**src/cca_pkg.sv**
```systemverilog
// Package for the counter array capture/compare block: APB register map,
// field positions, reset values and mode decode constants.
// Assumes a 32-bit APB bus with word-aligned registers.
package cca_pkg;
    // Register byte offsets
    localparam logic [7:0] ADDR_CONTROL = 8'h00;
    localparam logic [7:0] ADDR_MODE = 8'h04;
    localparam logic [7:0] ADDR_PWM_CFG = 8'h08;
    localparam logic [7:0] ADDR_POLARITY = 8'h0c;
    localparam logic [7:0] ADDR_COUNTER = 8'h10;
    localparam logic [7:0] ADDR_CH_BASE = 8'h20;
    localparam logic [7:0] ADDR_CH_STRIDE = 8'h10;
    localparam logic [7:0] OFS_CH_MODE = 8'h00;
    localparam logic [7:0] OFS_CH_LOW = 8'h04;
    localparam logic [7:0] OFS_CH_HIGH = 8'h08;
    // Array control fields
    localparam int CTL_RUN_BIT = 6;
    localparam int CTL_OVF_BIT = 7;
    // Array mode fields
    localparam int MD_OVF_IRQ_BIT = 0;
    // Channel mode fields
    localparam int CM_IRQ_BIT = 0;
    localparam int CM_PWM_BIT = 1;
    localparam int CM_TOG_BIT = 2;
    localparam int CM_MAT_BIT = 3;
    localparam int CM_FALL_BIT = 4;
    localparam int CM_RISE_BIT = 5;
    localparam int CM_COMP_BIT = 6;
    localparam int CM_PWM16_BIT = 7;
    // PWM configuration fields
    localparam int PW_ARSEL_BIT = 7;
    localparam int PW_IOVF_FLAG_BIT = 6;
    localparam int PW_IOVF_IRQ_BIT = 5;
    // Reset values, counter maximum and zero-byte half period
    localparam logic [7:0] RST_BYTE = 8'h00;
    localparam logic [15:0] RST_WORD = 16'h0000;
    localparam logic [15:0] COUNT_MAX = 16'hffff;
    localparam logic [8:0] HALF_PERIOD_ZERO = 9'h100;
    localparam logic [31:0] RD_UNMAPPED = 32'h00000000;
endpackage

```
**src/cca_core.sv**
```systemverilog
// Counter array capture/compare channels behind an APB slave.
// Assumes channel pins are asynchronous and pass a two-stage synchroniser;
// the counter advances on the timebase tick input.
//
// Register access over APB and the address map were decided locally.
`timescale 1ns/100ps

// Function
// - Full 16-bit wrap sets counter overflow flag
// - Cycle-length bit overflow sets intermediate flag
// - Flags set regardless of interrupt enables
// - Each flag gated by its own enable
// - Enabled flags merged, global and array gated
// - Mode bit0 and config bit5 enable interrupts
// - Capture edge selection by mode bits 5,4
// - Capture copies counter, sets channel flag
// - Flags cleared only by software write
// - Software timer match sets channel flag
// - High-speed output toggles pin on match
// - Frequency mode toggles, adds high to low
// - Zero high byte means 256 clocks
// - Frequency mode with match sets flag
// - PWM select bits and cycle length
// - One shared 8-11 bit cycle length
// - Config bit7 steers bytes to reload
// - Comparator off: no toggle, PWM zero
// - PWM match sets flag when bit3 set
// - Invert bit flips output pin only
// - Low write clears, high write sets comparator
// - Counter wraps max to zero, overflow event
module cca_core
    import cca_pkg::*;
#(
    parameter int NCH = 3
) (
    // Clock, reset, enable
    input wire logic pclk,
    input wire logic presetn,
    input wire logic clk_en,
    // APB slave
    input wire logic psel,
    input wire logic penable,
    input wire logic pwrite,
    input wire logic [7:0] paddr,
    input wire logic [31:0] pwdata,
    input wire logic [3:0] pstrb,
    output logic [31:0] prdata,
    output logic pready,
    output logic pslverr,
    // Timebase and system interrupt gating
    input wire logic timebase_tick,
    input wire logic global_irq_enable,
    input wire logic array_irq_enable,
    // Channel pins
    input wire logic [NCH-1:0] channel_pin_in,
    output logic [NCH-1:0] channel_pin_out,
    // Interrupt request
    output logic irq
);
    // Counter and shared state
    logic [15:0] counter;
    logic run;
    logic counter_overflow_flag;
    logic overflow_irq_enable;
    logic [7:0] pwm_config_reg;
    logic [NCH-1:0] polarity_reg;
    // Per-channel state
    logic [7:0] channel_mode_reg [NCH];
    logic [15:0] capcmp [NCH];
    logic [15:0] reload [NCH];
    logic [NCH-1:0] channel_event_flag;
    logic [NCH-1:0] out_level;
    // Pin synchroniser and edge history
    logic [NCH-1:0] pin_meta;
    logic [NCH-1:0] pin_sync;
    logic [NCH-1:0] pin_prev;
    // Bus decode, cycle length and counter step and wrap
    logic wr_en;
    logic [1:0] cyc_len;
    logic [15:0] next_counter;
    logic cnt_step;
    logic cnt_wrap;
    logic mid_wrap;

    assign pready = 1'b1;
    assign pslverr = 1'b0;
    assign wr_en = psel && penable && pwrite && clk_en;
    assign cyc_len = pwm_config_reg[1:0];
    assign cnt_step = clk_en && run && timebase_tick;
    assign next_counter = counter + 16'h0001;
    // Wrap at full width
    assign cnt_wrap = cnt_step && (counter == COUNT_MAX);
    // Overflow out of the chosen cycle length bit
    assign mid_wrap = cnt_step && (counter[cyc_len+7] && !next_counter[cyc_len+7]);

    // Channel register address match
    function automatic logic ch_hit(input logic [7:0] a, input int ch, input logic [7:0] ofs);
        ch_hit = (a == 8'(ADDR_CH_BASE + 8'(ch) * ADDR_CH_STRIDE + ofs));
    endfunction

    // Low-bits match in PWM at the shared length
    function automatic logic low_match(input logic [15:0] a, input logic [15:0] b,
                                       input logic [1:0] len);
        logic [15:0] m;
        m = 16'hffff >> (4'd8 - {2'b00, len});
        low_match = ((a & m) == (b & m));
    endfunction

    // Two-stage pin synchroniser and edge history
    always_ff @(posedge pclk or negedge presetn) begin
        if (!presetn) begin
            pin_meta <= '0;
            pin_sync <= '0;
            pin_prev <= '0;
        end else if (clk_en) begin
            pin_meta <= channel_pin_in;
            pin_sync <= pin_meta;
            pin_prev <= pin_sync;
        end
    end

    // Shared counter
    always_ff @(posedge pclk or negedge presetn) begin
        if (!presetn) begin
            counter <= RST_WORD;
        end else if (wr_en && paddr == ADDR_COUNTER) begin
            counter <= pwdata[15:0];
        end else if (cnt_step) begin
            counter <= next_counter;
        end
    end

    // Array control and overflow flags; set wins over clear
    always_ff @(posedge pclk or negedge presetn) begin
        if (!presetn) begin
            run <= 1'b0;
            counter_overflow_flag <= 1'b0;
            overflow_irq_enable <= 1'b0;
            pwm_config_reg <= RST_BYTE;
            polarity_reg <= '0;
        end else if (clk_en) begin
            if (wr_en && paddr == ADDR_CONTROL) begin
                run <= pwdata[CTL_RUN_BIT];
            end
            // Software write is the only clear
            if (cnt_wrap) begin
                counter_overflow_flag <= 1'b1;
            end else if (wr_en && paddr == ADDR_CONTROL) begin
                counter_overflow_flag <= pwdata[CTL_OVF_BIT];
            end
            if (wr_en && paddr == ADDR_MODE) begin
                overflow_irq_enable <= pwdata[MD_OVF_IRQ_BIT];
            end
            // Config register with intermediate flag
            if (wr_en && paddr == ADDR_PWM_CFG) begin
                pwm_config_reg <= pwdata[7:0];
            end
            if (mid_wrap) begin
                pwm_config_reg[PW_IOVF_FLAG_BIT] <= 1'b1;
            end
            // Polarity takes effect at once
            if (wr_en && paddr == ADDR_POLARITY) begin
                polarity_reg <= pwdata[NCH-1:0];
            end
        end
    end

    // Channel engines
    for (genvar i = 0; i < NCH; i++) begin : g_ch
        logic [7:0] md;
        logic comp_on;
        logic is_cap;
        logic is_pwm;
        logic pwm16;
        logic rise;
        logic fall;
        logic cap_ev;
        logic full_match;
        logic low8_match;
        logic pwm_match;
        logic pwm_ovf;
        logic [8:0] half;
        logic wr_low;
        logic wr_high;
        logic to_reload;

        assign md = channel_mode_reg[i];
        assign comp_on = md[CM_COMP_BIT];
        // Capture selected when bits 6,3,2,1 clear
        assign is_cap = !md[CM_COMP_BIT] && !md[CM_MAT_BIT] && !md[CM_TOG_BIT] &&
                        !md[CM_PWM_BIT];
        // PWM when bit1 set and toggle clear
        assign is_pwm = md[CM_PWM_BIT] && !md[CM_TOG_BIT];
        assign pwm16 = md[CM_PWM16_BIT];
        assign rise = pin_sync[i] && !pin_prev[i];
        assign fall = !pin_sync[i] && pin_prev[i];
        // Edge selection
        assign cap_ev = is_cap && ((md[CM_RISE_BIT] && rise) || (md[CM_FALL_BIT] && fall));
        assign full_match = cnt_step && comp_on && (counter == capcmp[i]);
        assign low8_match = cnt_step && comp_on && (counter[7:0] == capcmp[i][7:0]);
        assign pwm_match = cnt_step && comp_on &&
                           (pwm16 ? (counter == capcmp[i]) : low_match(counter, capcmp[i], cyc_len));
        assign pwm_ovf = pwm16 ? cnt_wrap : mid_wrap;
        // Zero high byte counts as 256
        assign half = (capcmp[i][15:8] == 8'h00) ? HALF_PERIOD_ZERO : {1'b0, capcmp[i][15:8]};
        // Reload steering for 9-11 bit PWM
        assign to_reload = is_pwm && !pwm16 && (cyc_len != 2'b00) &&
                           pwm_config_reg[PW_ARSEL_BIT];
        assign wr_low = wr_en && ch_hit(paddr, i, OFS_CH_LOW);
        assign wr_high = wr_en && ch_hit(paddr, i, OFS_CH_HIGH);

        // Mode register; byte writes move the comparator enable
        always_ff @(posedge pclk or negedge presetn) begin
            if (!presetn) begin
                channel_mode_reg[i] <= RST_BYTE;
            end else if (wr_en && ch_hit(paddr, i, OFS_CH_MODE)) begin
                channel_mode_reg[i] <= pwdata[7:0];
            end else if (wr_low && !to_reload) begin
                channel_mode_reg[i][CM_COMP_BIT] <= 1'b0;
            end else if (wr_high && !to_reload) begin
                channel_mode_reg[i][CM_COMP_BIT] <= 1'b1;
            end
        end

        // Capture/compare word and reload word
        always_ff @(posedge pclk or negedge presetn) begin
            if (!presetn) begin
                capcmp[i] <= RST_WORD;
                reload[i] <= RST_WORD;
            end else if (clk_en) begin
                if (cap_ev) begin
                    // Counter snapshot
                    capcmp[i] <= counter;
                end else if (is_pwm && !comp_on && pwm_ovf) begin
                    capcmp[i] <= capcmp[i];
                end else if (md[CM_PWM_BIT] && md[CM_TOG_BIT] && low8_match) begin
                    // Advance next toggle point
                    capcmp[i][7:0] <= 8'(capcmp[i][7:0] + half);
                end else if (is_pwm && pwm_ovf && !pwm16) begin
                    // Duty update at the overflow edge
                    if (cyc_len == 2'b00) begin
                        capcmp[i][7:0] <= capcmp[i][15:8];
                    end else begin
                        capcmp[i] <= reload[i];
                    end
                end else if (wr_low) begin
                    if (to_reload) begin
                        reload[i][7:0] <= pwdata[7:0];
                    end else begin
                        capcmp[i][7:0] <= pwdata[7:0];
                    end
                end else if (wr_high) begin
                    if (to_reload) begin
                        reload[i][15:8] <= pwdata[7:0];
                    end else begin
                        capcmp[i][15:8] <= pwdata[7:0];
                    end
                end
            end
        end

        // Channel flag: hardware set wins over clear
        always_ff @(posedge pclk or negedge presetn) begin
            if (!presetn) begin
                channel_event_flag[i] <= 1'b0;
            end else if (clk_en) begin
                if (cap_ev || (md[CM_MAT_BIT] && !is_pwm && full_match) ||
                    (md[CM_MAT_BIT] && is_pwm && pwm_match)) begin
                    // Capture, timer, output and PWM events
                    channel_event_flag[i] <= 1'b1;
                end else if (wr_en && paddr == ADDR_CONTROL) begin
                    channel_event_flag[i] <= pwdata[i];
                end
            end
        end

        // Output level before inversion
        always_ff @(posedge pclk or negedge presetn) begin
            if (!presetn) begin
                out_level[i] <= 1'b0;
            end else if (clk_en) begin
                if (is_pwm && !comp_on) begin
                    // Comparator off gives 0% duty
                    out_level[i] <= 1'b0;
                end else if (is_pwm && pwm_match) begin
                    out_level[i] <= 1'b1;
                end else if (is_pwm && pwm_ovf) begin
                    out_level[i] <= 1'b0;
                end else if (md[CM_TOG_BIT] && md[CM_PWM_BIT] && low8_match) begin
                    // Square wave toggle
                    out_level[i] <= !out_level[i];
                end else if (md[CM_TOG_BIT] && md[CM_MAT_BIT] && full_match) begin
                    // High-speed toggle; holds when comparator off
                    out_level[i] <= !out_level[i];
                end
            end
        end

        // Inversion applies to the pin output only
        assign channel_pin_out[i] = out_level[i] ^ polarity_reg[i];
    end

    // Interrupt merge
    logic [NCH-1:0] ch_irq_en;
    for (genvar k = 0; k < NCH; k++) begin : g_en
        assign ch_irq_en[k] = channel_mode_reg[k][CM_IRQ_BIT];
    end
    assign irq = global_irq_enable && array_irq_enable &&
                 ((counter_overflow_flag && overflow_irq_enable) ||
                  (pwm_config_reg[PW_IOVF_FLAG_BIT] && pwm_config_reg[PW_IOVF_IRQ_BIT]) ||
                  |(channel_event_flag & ch_irq_en));

    // Read data register
    always_ff @(posedge pclk or negedge presetn) begin
        if (!presetn) begin
            prdata <= RD_UNMAPPED;
        end else if (clk_en && psel && !penable && !pwrite) begin
            prdata <= RD_UNMAPPED;
            if (paddr == ADDR_CONTROL) begin
                prdata <= 32'({counter_overflow_flag, run, 6'(channel_event_flag)});
            end else if (paddr == ADDR_MODE) begin
                prdata <= 32'(overflow_irq_enable);
            end else if (paddr == ADDR_PWM_CFG) begin
                prdata <= 32'(pwm_config_reg);
            end else if (paddr == ADDR_POLARITY) begin
                prdata <= 32'(polarity_reg);
            end else if (paddr == ADDR_COUNTER) begin
                prdata <= 32'(counter);
            end
            for (int j = 0; j < NCH; j++) begin
                if (ch_hit(paddr, j, OFS_CH_MODE)) begin
                    prdata <= 32'(channel_mode_reg[j]);
                end
                if (ch_hit(paddr, j, OFS_CH_LOW)) begin
                    prdata <= 32'(capcmp[j][7:0]);
                end
                if (ch_hit(paddr, j, OFS_CH_HIGH)) begin
                    prdata <= 32'(capcmp[j][15:8]);
                end
            end
        end
    end
endmodule

```
**config.mk**
```make
export PLATFORM = sky130hd
export DESIGN_NAME = cca_core
export DESIGN_NICKNAME = d
export VERILOG_FILES = /design/src/cca_pkg.sv /design/src/cca_core.sv
export SDC_FILE = /design/constraint.sdc
export NUM_CORES = 1
export LEC_CHECK = 0
export ABC_AREA = 1
export BUFFER_PORTS_ARGS = -buffer_cell sky130_fd_sc_hd__buf_2
export CORE_UTILIZATION = 25
export DETAILED_ROUTE_END_ITERATION = 10
export PLACE_DENSITY_LB_ADDON = 0.08
export RECOVER_POWER = 25
export SYNTH_ARGS = -nofsm -noshare
export SYNTH_HDL_FRONTEND = slang
export SYNTH_SLANG_ARGS = --single-unit
export TNS_END_PERCENT = 1
```
**constraint.sdc**
```tcl
create_clock -name pclk -period 3 [get_ports pclk]
set_input_delay 0.3 -clock pclk [delete_from_list [all_inputs] [get_ports pclk]]
set_output_delay 0.3 -clock pclk [all_outputs]
set_load 0.01 [all_outputs]
```
==> results of run 1 <==
[timing repair]
| action | 4_1_cts | 5_1_grt |
|---|---|---|
| setup endpoints to repair | 0 | 34 |
| hold endpoints to repair | 68 | 0 |
| hold buffers | 5 | 0 |
| gates resized for setup | 0 | 3 |
[through the flow]
step / hold slack, ps / std cells / setup slack (ps) / instance area [um^2]
after CTS: 7.32 / 2584 / 154 / 14500
after global placement: 374 / 2547 / 210 / 13900
after floorplan: 4.41 / 1835 / 595 / 12500
after global routing: 22.7 / 2584 / 3.31 / 14500
after detailed placement: 372 / 2547 / 174 / 13900
final: 39.2 / 2585 / 267 / 14500
[power by group]
group          internal, mW  switching, mW
combinational         0.239          0.489
clock                  1.16           1.17
sequential             2.51          0.103
total                  3.91           1.77
[final cells by class]
class / count / area, um^2 / area share
diodes: 1 / 2.50 / 0.000173
clock buffers: 17 / 425 / 0.0294
clock inverters: 15 / 145 / 0.0100
inverters: 208 / 783 / 0.0541
multi-input cells: 1353 / 6770 / 0.468
flip-flops and latches: 181 / 4530 / 0.313
well taps: 664 / 831 / 0.0574
repair buffers: 146 / 982 / 0.0679
[worst paths after layout]
check	end	slack, ps	from
worst min-delay path	counter[13]	40	pwdata[13]
max in group asynchronous	reload[5]	490	presetn
min in group asynchronous	reload[43]	840	presetn
worst min register to register	pin_sync[0]	480	pin_meta[0]
worst max register to register	capcmp[39]	270	counter[0]
worst max-delay path	capcmp[39]	270	counter[0]
[cells by family after synthesis]
family / share of synthesized area
other: 0.000601
flip-flops: 0.363
AND/OR/NAND/NOR: 0.337
AO/OA/AOI/OAI: 0.124
adder cells (fa/ha/maj): 0.0299
buffers and inverters: 0.101
XOR/XNOR: 0.0449
[critical path, stage by stage (launching register included)]
cell and delay [ps]:
dfrtp_1 350, ha_1 200, nand2_2 110, nor2_8 150, nand3_1 150, nand2_1 110, nand3_1 80, nand3_1 90
nand3_1 210, nand2_4 220, nand3_2 220, buf_4 250, nand2_1 120, nand2_1 70, nand2_1 100, nand2_1 60
nand3_1 70, nand2_1 50
[layout by cell type, fill, tap and decap left out, drive strengths merged, types with 3 or more instances in the layout]
cell / instances
clkinv: 12
dlygate4sd3: 5
a221o: 4
nand4: 64
nand2: 638
o31ai: 9
fa: 3
o221ai: 10
inv: 208
o21ai: 158
nor2: 114
a31oi: 5
dfrtp: 181
xor2: 26
or2: 13
ha: 25
a22oi: 3
nor3: 12
nand3: 123
xnor2: 38
a221oi: 6
o22ai: 14
o211ai: 7
clkbuf: 20
conb: 18
buf: 138
a21oi: 47
nor4: 4
[per-layer routing]
layer | track usage | share of wire | vias to the layer above
li1 | - | - | 6057
met1 | 0.338 | 0.51 | 5823
met2 | 0.329 | 0.42 | 345
met3 | 0.0391 | 0.054 | 42
met4 | 0.0639 | 0.018 | 0
met5 | 0 | 0 | -
==> run summary, run 1 <==
The global-route wire length before repair was 81.5 mm; the post-detailed-route via-to-cell ratio was 4.75. Counting instances in the post-synthesis netlist gives the leading cell types as 624 x nand2_1, 189 x inv_1, 181 x dfrtp_1. Relative to the synthesized area, the layout overhead comes to 15.8%. The remaining max-slew budget at the tightest pin is -0.238. The tools report the number of antenna violations at the first check in global routing as 0.

The number of cells produced by synthesis is 1819. Wires add up to 55.4 mm. Dividing the synthesized area by the synthesized cell count gives 6.87 um^2. The count of fill cells added during filler insertion is 5458.

The die outline width is 226 um. The layout cell share with drive strength beyond 1 is 0.122, and the share of the clock period used by the worst path after layout is 0.911. In the routed design, unresolved DRC markers number 0. Cell at the root of the clock tree: clkbuf_16.

Dividing the detail-routed wire length by the instance count gives 21.4 um. TritonCTS built the clock tree. Die height: 226 um. The tools report the endpoint arrival time on the critical path as 3140 ps.

The initial cell density of the core was 0.254. For the setup skew after layout, the log shows 15.1 ps. The die covers 0.0509 mm^2. Setup violations remaining at the end of the flow were counted as 0.

The synthesized area was 0.0125 mm^2. The DRC violation total after the first TritonRoute iteration is 1137. In this run the remaining antenna-violating nets after routing total 0. For the net total in the final layout, the log shows 1991.

The tools report the startpoint type of the worst setup path as a flip-flop. The worst setup path is captured at a flip-flop. The transition at the pin with the smallest max-transition slack came out at 1860 ps.

The number of cells on the worst reg-to-reg path is 17. The checks that failed: capacitance limit, slew limit. For this design the static power due to leakage is 7.02 nW. The worst hold path passes through 3 cells. The placement row count is 81, and the sequential fraction of the synthesis area is 0.363.

The tools report the final core utilization as 0.294. The run finished, with violations left. The library cell occupying the most area in the post-synthesis netlist was dfrtp_1.

Synthesis inferred 181 register bits. The via count of the first global-routing pass was 11603; the number of buffer cells added on primary ports was 55. The clock insertion delay at the later pin of the skew report is 510 ps. The core region is 0.0492 mm^2. Total count of hold-check failures in the final report: 0.

The async set-reset flop share out of synthesis was 1.00. The clock period minus final worst setup slack is 2730 ps, and the number of violations of the max-capacitance limit is 1. Clock-pin slew was measured on the worst setup and hold paths at 80 ps. The tools report the total number of clock tree sinks as 181. The global placement routability congestion was 0.923. In the post-synthesis netlist, the biggest area contributors are dfrtp_1 36%, nand2_1 19%, inv_1 5.7%. The number of optimization iterations in the first detailed-route pass is 9. The type of the setup path with the least slack is reg2reg.

For this run, the leading register cell type out of synthesis is dfrtp_1. Across the VDD grid, the largest voltage drop is 0.378 mV. The logs give 0.226 for the global-route total usage across every layer and 67 for the max-slew violation count. The run gives 43.0 mm as the placed wire-length estimate after detailed placement. The maximum fanout encountered on the critical timing path is 12. For this design the ratio of total power to cell area is 393 mW/mm^2. The type of the most critical hold path is in2reg. By instance count, the leading cell after synthesis is nand2_1. The run gives 5.68 mW as the overall power consumption. Based on the critical path, the design can be clocked at up to 366 MHz.

The residual overflow from global routing was 0; the post-CTS setup buffer count was 0. The number of synthesized flops with an enable pin works out to 0. The pin count of the biggest net entering global routing is 68, and the maximum number of buffers from clock root to sink is 2. The logs give 12267 for the detailed-route via count and 0 ps for the aggregate negative setup slack. The fraction of post-synthesis cell area in the top cell type by area is 0.363. In this run the count of I/O pins placed on the die edge is 94. Setup repair after global routing left no endpoint under its margin. The total CTS buffers was 17; the maximum level of the CTS H-tree was 4. At the worst endpoint, the required time is 3400 ps. The netlist uses 51 different library cells. The run gives 0 as the total of warnings raised by yosys.
No activity file was read; power rests on OpenSTA's default activity.
==> inputs of run 2 (changes only) <==
--- a/config.mk
+++ b/config.mk
@@ -6,9 +6,9 @@
 export NUM_CORES = 1
 export LEC_CHECK = 0
 export ABC_AREA = 1
-export BUFFER_PORTS_ARGS = -buffer_cell sky130_fd_sc_hd__buf_2
 export CORE_UTILIZATION = 25
 export DETAILED_ROUTE_END_ITERATION = 10
+export DONT_BUFFER_PORTS = 1
 export PLACE_DENSITY_LB_ADDON = 0.08
 export RECOVER_POWER = 25
 export SYNTH_ARGS = -nofsm -noshare
==> run 2 against run 1 <==
The run ends with hold timing left. Combinational power down 17%. Flip-flop and latch count unchanged. Setup slack worse by 36 ps. Clock power about the same. Clock-buffer cell count up 3. Power down 1.9%. Final area down 1.1%. Utilization down 0.32 points. Via count down 0.95%. Cell count down 1.8%. Register-to-register slack worse by 40 ps. Largest power group unchanged.
==> run summary, run 2 (synthesis results as in run 1) <==
The tools report the power dissipated by switching net loads as 1.66 mW (-5.8%). The type of the setup path with the least slack was reg2reg. TritonCTS built the clock tree. The via count of the first global-routing pass was 11495 (-0.93%). The total wire length was 57.1 mm (+3.1%). The proportion of total power due to net switching is 0.299 (-0.0124), and the maximum resistive drop on vdd is 0.313 mV (-17%). Post-detailed-route via-to-cell ratio: 4.79 (+0.84%). The sequential share of power came out at 0.473 (+0.012).

The maximum level of the CTS H-tree came out at 4 (unchanged). The run gives 3.91 mW (about the same) as the internal power contribution. The layout cell share with drive strength beyond 1 came out at 0.0923 (-0.0296). The overall power consumption came out at 5.58 mW (-1.9%).

The layout overhead on the synthesized area was 14.5%; the maximum fanout encountered on the critical timing path was 25 (+13). The run gives 1082 (-4.8%) as the DRC violation total after the first TritonRoute iteration. The clock period minus final worst setup slack is 2770 ps (+36.2 ps), and the worst slack on hold paths is -498 ps (-537 ps). The maximum number of buffers from clock root to sink came out at 2 (unchanged). The upper clock frequency limit is 361 MHz (-1.3%), and the post-placement worst setup slack is 39.2 ps (-135 ps). The share of the clock period used by the worst path after layout came out at 0.923 (+0.0121).

The cell that appears most often on the critical path is nand3_1. The tools report the multi-input combinational cell area as 0.00679 mm^2 (+0.28%). The count of endpoints failing setup in the final report is 0 (unchanged). The pin count of the biggest net entering global routing came out at 182 (+170%).

The tools report the number of optimization iterations in the first detailed-route pass as 5 (-4). Cell at the slowest stage of the critical path: dfrtp_1. Most frequent standard cell in the layout excluding fill and tap cells: nand2_1. The logs give 1945 (-2.3%) for the net total in the final layout and 0.453 (+0.691) for the remaining max-slew budget at the tightest pin. The detailed-route via count came out at 12150 (-0.95%). For the number of design rule violations left after detail routing, the log shows 0 (unchanged).

The clock-pin slew of the registers on the worst-case setup and hold paths works out to 70 ps (about the same). The placed wire-length estimate after detailed placement was 42.5 mm (-1.1%); the maximum cell stage delay along the critical path was 360 ps (about the same). For the core region area, the log shows 0.0492 mm^2 (unchanged). The transition at the pin with the smallest max-transition slack was 817 ps (-1040 ps); the cts-stage hold buffer count was 21 (+16). The endpoint arrival time on the critical path came out at 3160 ps (+20 ps). The count of placed standard cells in the final layout, fillers left out is 2539 (-1.8%). The total die area came out at 0.0509 mm^2 (unchanged).

Clock insertion delay at the later pin of the skew report: 500 ps (about the same). The final setup slack of the worst path is 231 ps (-36.2 ps). The cell at the root of the clock tree is clkbuf_16. The logs give 17 (unchanged) for the total CTS buffers and 2485 (-2.4%) for the placed instance count. The max-slew violation count is 0 (-100%), and the areal power density over the cells is 390 mW/mm^2 (-0.76%). The logs give 2 (+2) for the number of antenna violations at the first check in global routing and 81 (unchanged) for the placement row count. In the layout the commonest cells are 624 x nand2_1, 189 x inv_1, 181 x dfrtp_1. The tools report the final core utilization as 0.291 (-0.00323). Setup repair after global routing could not meet its margin everywhere. The data required time of the worst path is 3390 ps (about the same). The fraction of power consumed by combinational cells is 0.109 (-0.019), and the remaining number of nets flagged by the antenna check after routing is 0 (unchanged).

The total count of hold-check failures in the final report was 181 (+181); the die height was 226 um (unchanged). The global placement routability congestion is 0.918 (-0.64%). The number of buffer cells added on primary ports was 0 (-100%); the leakage power was 6.82 nW (-2.9%). The critical path goes through ha_1 > nand2_2 > nor2_8 > nand3_1 > nand2_1 > nand3_1 > nand3_1 > nand3_2 > nand2_4 > buf_4 > nand4_1 > nand3_1 > nand2_4 > nand3_1 > nand2_1. The logs give 5424 (-0.62%) for the count of fill cells added during filler insertion and 83.3 mm (+2.2%) for the global-route wire length before repair.

The post-CTS setup buffer count came out at 0 (unchanged). The min-delay analysis places its worst path in the category in2async. The total number of clock tree sinks is 181 (unchanged). The worst setup path is captured at a flip-flop. The logs give 0.233 (+0.00694) for the global-route total usage across every layer and 0.419 (+0.008) for the share of power burned in the clock network. The number of violations of the max-capacitance limit is 0 (-1), and the combined flip-flop and latch cell area is 0.00453 mm^2 (unchanged). The checks that failed: hold timing. The logs give 11.7 ps (-3.36 ps) for the setup skew after layout and 230 ps (-40 ps) for the slack of the worst reg-to-reg path. The reg-to-reg critical path endpoint was capcmp[28].

Number of placed I/O pins: 94 (unchanged). The die outline width was 226 um (unchanged); the depth of the worst register-to-register path was 15 (-2). The per-cell routed wire length is 22.5 um (+5.0%), and the initial cell density of the core is 0.254 (unchanged).

Tracing the worst setup path back leads to its startpoint at counter[0]. The tools report the residual overflow from global routing as 0 (unchanged). The flow ran to the end, but the final reports show violations.

STA classifies the critical path startpoint as a flip-flop. The tools report the startpoint of the worst register-to-register path as counter[0].
-- run 2: repair_timing --
item | 4_1_cts | 5_1_grt
hold endpoints to repair | 238 | 181
setup endpoints to repair | 0 | 57
gates resized for setup | 0 | 4
-- run 2: layout make-up --
type	count	area share
antenna	1	0.000175
clock buffer	20	0.0312
clock inverter	12	0.00875
inverter	208	0.0547
multi-input combinational	1353	0.474
sequential	181	0.317
tap	664	0.0581
timing repair buffer	100	0.0561
-- run 2: worst max-delay path: cells and delay by family (launching register included) --
family / cells / cell delay [ps]
DFF: 1 / 360
adders and majority gates: 1 / 220
and+or+nand+nor: 13 / 1780
buffers and inverters: 1 / 300
-- run 2: metal layers --
metal | wire length, um | up-vias | track usage
met2 | 24400 | 308 | 0.344
li1 | - | 5958 | -
met4 | 1210 | 0 | 0.0669
met3 | 2700 | 50 | 0.0372
met1 | 28800 | 5834 | 0.346
met5 | 0 | - | 0
-- run 2: through the flow --
| stage | cell area [um^2] | hold slack (ps) | TNS (ps) |
|---|---|---|---|
| 2_1_floorplan | 12500 | 4.41 | 0 |
| 3_3_place_gp | 13500 | 20.1 | 0 |
| 3_5_place_dp | 13500 | 19.8 | 0 |
| 4_1_cts | 14300 | -539 | 0 |
| 5_1_grt | 14300 | -525 | -15.5 |
| 6_report | 14300 | -498 | 0 |
-- run 2: worst max path at each step --
stage          cells past startpoint  slack [ps]    endpoint
6_report                          15         230  capcmp[28]
3_3_place_gp                      16         110   reload[3]
3_5_place_dp                      16          40   reload[3]
4_1_cts                           16          30   reload[3]
5_1_grt                           17         -20  capcmp[40]
2_1_floorplan                     15         600  capcmp[15]
-- run 2: power by group through the flow --
stage	registers (mW)	clock network (mW)	logic [mW]
2_1_floorplan	2.63	0	0.410
3_3_place_gp	2.68	0	0.553
3_5_place_dp	2.68	0	0.553
4_1_cts	2.64	2.42	0.607
5_1_grt	2.65	2.49	0.673
6_report	2.64	2.33	0.605
==> inputs of run 3 (changes only) <==
--- a/config.mk
+++ b/config.mk
@@ -11,6 +11,7 @@
 export DONT_BUFFER_PORTS = 1
 export PLACE_DENSITY_LB_ADDON = 0.08
 export RECOVER_POWER = 25
+export SLEW_MARGIN = 40
 export SYNTH_ARGS = -nofsm -noshare
 export SYNTH_HDL_FRONTEND = slang
 export SYNTH_SLANG_ARGS = --single-unit
==> constraint.sdc (replaced) <==
create_clock -name pclk -period 3 [get_ports pclk]
set_input_delay 0.6 -clock pclk [delete_from_list [all_inputs] [get_ports pclk]]
set_output_delay 0.6 -clock pclk [all_outputs]
set_load 0.01 [all_outputs]
==> run 3 against run 2 <==
The flow still finishes with violations (hold timing). Maximum frequency increased by 0.46%. First-iteration DRC count decreased by 4.4%. Global-route usage shrank 1.3 points. Critical path type unchanged. Cell count is 0.59% lower. Critical endpoint is now capcmp[5]. Final area down 1.3%. Setup slack better by 13 ps. Sequential power about the same. Register-to-register slack barely moved. Clock power hardly changed.
==> run summary, run 3 (synthesis results as in run 1) <==
The remaining max-slew budget at the tightest pin was 0.483 (+0.0299); the upper clock frequency limit was 363 MHz (+0.46%). The clock-pin slew of the registers on the worst-case setup and hold paths is 70 ps (about the same). The count of placed standard cells in the final layout, fillers left out came out at 2524 (-0.59%). The tools report the number of optimization iterations in the first detailed-route pass as 5 (unchanged). The library cell used most frequently in the layout, excluding fill and tap cells, is nand2_1. The endpoint identified for the worst register-to-register timing path is capcmp[5]. For the data required time of the worst path, the log shows 3390 ps (about the same). The flow ran to the end, but the final reports show violations. The run gives 1034 (-4.4%) as the DRC violation total after the first TritonRoute iteration.

The maximum level of the CTS H-tree came out at 4 (unchanged). The leakage power is 6.75 nW (-0.99%). Setup repair after global routing could not meet its margin everywhere. The initial cell density of the core came out at 0.254 (unchanged).

The total CTS buffers is 17 (unchanged). Final setup slack of the worst path: 243 ps (+12.6 ps). The tools report the global-route total usage across every layer as 0.220 (-0.0132). The tools report the net total in the final layout as 1928 (-0.87%). The post-CTS setup buffer count was 0 (unchanged). Among the stages of the critical path, the cell type that occurs most often is nand2_1. The number of antenna violations at the first check in global routing is 1 (-1), and the residual overflow from global routing is 0 (unchanged). Clock insertion delay at the later pin of the skew report: 500 ps (about the same).

The number of buffers and inverters on the critical path was 3 (+2). The worst slack on hold paths was -195 ps (+302 ps). For the total wire length, the log shows 54.1 mm (-5.3%). The run gives 0 (unchanged) as the number of violations of the max-capacitance limit. Per-cell routed wire length: 21.4 um (-4.7%). The critical path goes through inv_1 > ha_1 > inv_1 > a21oi_1 > nand2_1 > nand2_1 > nand2_1 > a21oi_4 > nand3_2 > buf_4 > nand2_1 > nand2_1 > nand2_1 > nand3_1 > nand3_1 > nand2_1. The type of the setup path with the least slack was reg2reg. The transition at the pin with the smallest max-transition slack was 773 ps (-44.7 ps). The cell sitting at the root of the clock tree is a clkbuf_16. Total count of hold-check failures in the final report: 181 (unchanged).

TritonCTS built the clock tree. The maximum fanout encountered on the critical timing path works out to 16 (-36%). The tools report the placement row count as 81 (unchanged). The share of the clock period used by the worst path after layout is 0.919 (-0.00422). The checks that failed: hold timing. The logs give 240 ps (about the same) for the slack of the worst reg-to-reg path and 5441 (+0.31%) for the count of fill cells added during filler insertion. The number of placed I/O pins came out at 94 (unchanged). The logs give 0.0492 mm^2 (unchanged) for the core region area and 0 (unchanged) for the number of design rule violations left after detail routing. The number of buffer cells added on primary ports works out to 0 (unchanged). The run gives 3150 ps (about the same) as the endpoint arrival time on the critical path. The post-detailed-route via-to-cell ratio came out at 4.78 (-0.10%). The total die area is 0.0509 mm^2 (unchanged). Startpoint of the worst register-to-register path: pwm_config_reg[1]. The die outline width was 226 um (unchanged).

The tools report the startpoint type of the worst setup path as a flip-flop. The die height works out to 226 um (unchanged). The clock period minus final worst setup slack is 2760 ps (-12.6 ps). The maximum number of buffers from clock root to sink was 2 (unchanged); the global placement routability congestion was 0.884 (-3.6%). The cell at the slowest stage of the critical path is ha_1.

The top cell types in the final layout, fill and taps aside, are 624 x nand2_1, 189 x inv_1, 181 x dfrtp_1. The tools report the via count of the first global-routing pass as 11235 (-2.3%). STA classifies the critical path endpoint as a flip-flop.

The total number of clock tree sinks was 181 (unchanged). For the maximum resistive drop on vdd, the log shows 0.353 mV (+13%). The areal power density over the cells is 390 mW/mm^2 (about the same), and the logic depth of the worst path, buffers included is 16 (+1).

Grouping stages by cell kind, the critical path spends the most delay in simple AND/OR/NAND/NOR gates. The max-slew violation count was 0 (unchanged); the setup skew after layout was 14.8 ps (+3.13 ps). The count of endpoints failing setup in the final report was 0 (unchanged); the maximum cell stage delay along the critical path was 370 ps (about the same). The pin count of the biggest net entering global routing is 182 (unchanged). The layout cell share with drive strength beyond 1 came out at 0.0932 (+0.000845). In this run the worst hold path is classified as in2async. The detailed-route via count was 12066 (-0.69%). The run gives 2489 (+0.16%) as the placed instance count. From synthesis to final layout, the design area changed by 13.1%. The placed wire-length estimate after detailed placement was 41.7 mm (-1.8%); the depth of the worst register-to-register path was 16 (+1). The tools report the remaining number of nets flagged by the antenna check after routing as 0 (unchanged). The global-route wire length before repair is 79.2 mm (-4.9%), and the post-placement worst setup slack is 30.7 ps (-8.49 ps).
==> run 3: area by class of cell <==
cell class	instances	area, um^2	share of cell area
tap	664	831	0.0588
sequential	181	4530	0.321
clock buffer	21	450	0.0319
clock inverter	11	120	0.00851
antenna	3	7.51	0.000532
inverter	208	783	0.0555
multi-input combinational	1353	6780	0.480
timing repair buffer	83	623	0.0441
==> run 3: timing repair <==
| action | 4_1_cts | 5_1_grt |
|---|---|---|
| gates resized for setup | 0 | 2 |
| setup endpoints to repair | 0 | 16 |
| hold endpoints to repair | 181 | 181 |
==> run 3: through the flow <==
stage | power (mW) | utilization | TNS (ps) | cell area, um^2
finish | 5.51 | 0.287 | 0 | 14100
global route | 5.75 | 0.287 | -11.6 | 14100
CTS | 5.59 | 0.287 | 0 | 14100
detailed placement | 3.22 | 0.275 | 0 | 13500
global placement | 3.22 | 0.275 | 0 | 13500
floorplan | 3.04 | - | 0 | 12500
==> run 3: report_power, final <==
part	internal, mW	switching (mW)	leakage [nW]
registers	2.51	0.124	2.19
clock network	1.18	1.14	0.272
logic	0.194	0.346	4.29
==> run 3: routing by layer <==
layer,GRT usage,wire [um],share of wire,vias to the layer above
met5,0,0,0,-
met4,0.0601,971,0.018,0
met3,0.0372,2820,0.052,38
met2,0.319,22700,0.42,323
met1,0.331,27600,0.51,5784
li1,-,-,-,5921
==> run 3: worst max path at each step <==
| stage | startpoint | endpoint | slack (ps) |
|---|---|---|---|
| finish | pwm_config_reg[1] | capcmp[5] | 240 |
| global route | pwm_config_reg[1] | capcmp[1] | -10 |
| CTS | counter[1] | capcmp[32] | 180 |
| detailed placement | paddr[0] | counter[14] | 30 |
| global placement | paddr[0] | counter[14] | 80 |
| floorplan | pwm_config_reg[0] | capcmp[15] | 600 |
==> run 3: worst register-to-register path, stage by stage (launching register included) <==
cell and delay, ps:
dfrtp_1 360, inv_1 60, ha_1 370, inv_1 120, a21oi_1 120, nand2_1 60, nand2_1 50, nand2_1 140
a21oi_4 340, nand3_2 240, buf_4 270, nand2_1 90, nand2_1 110, nand2_1 90, nand3_1 90, nand3_1 90
nand2_1 50
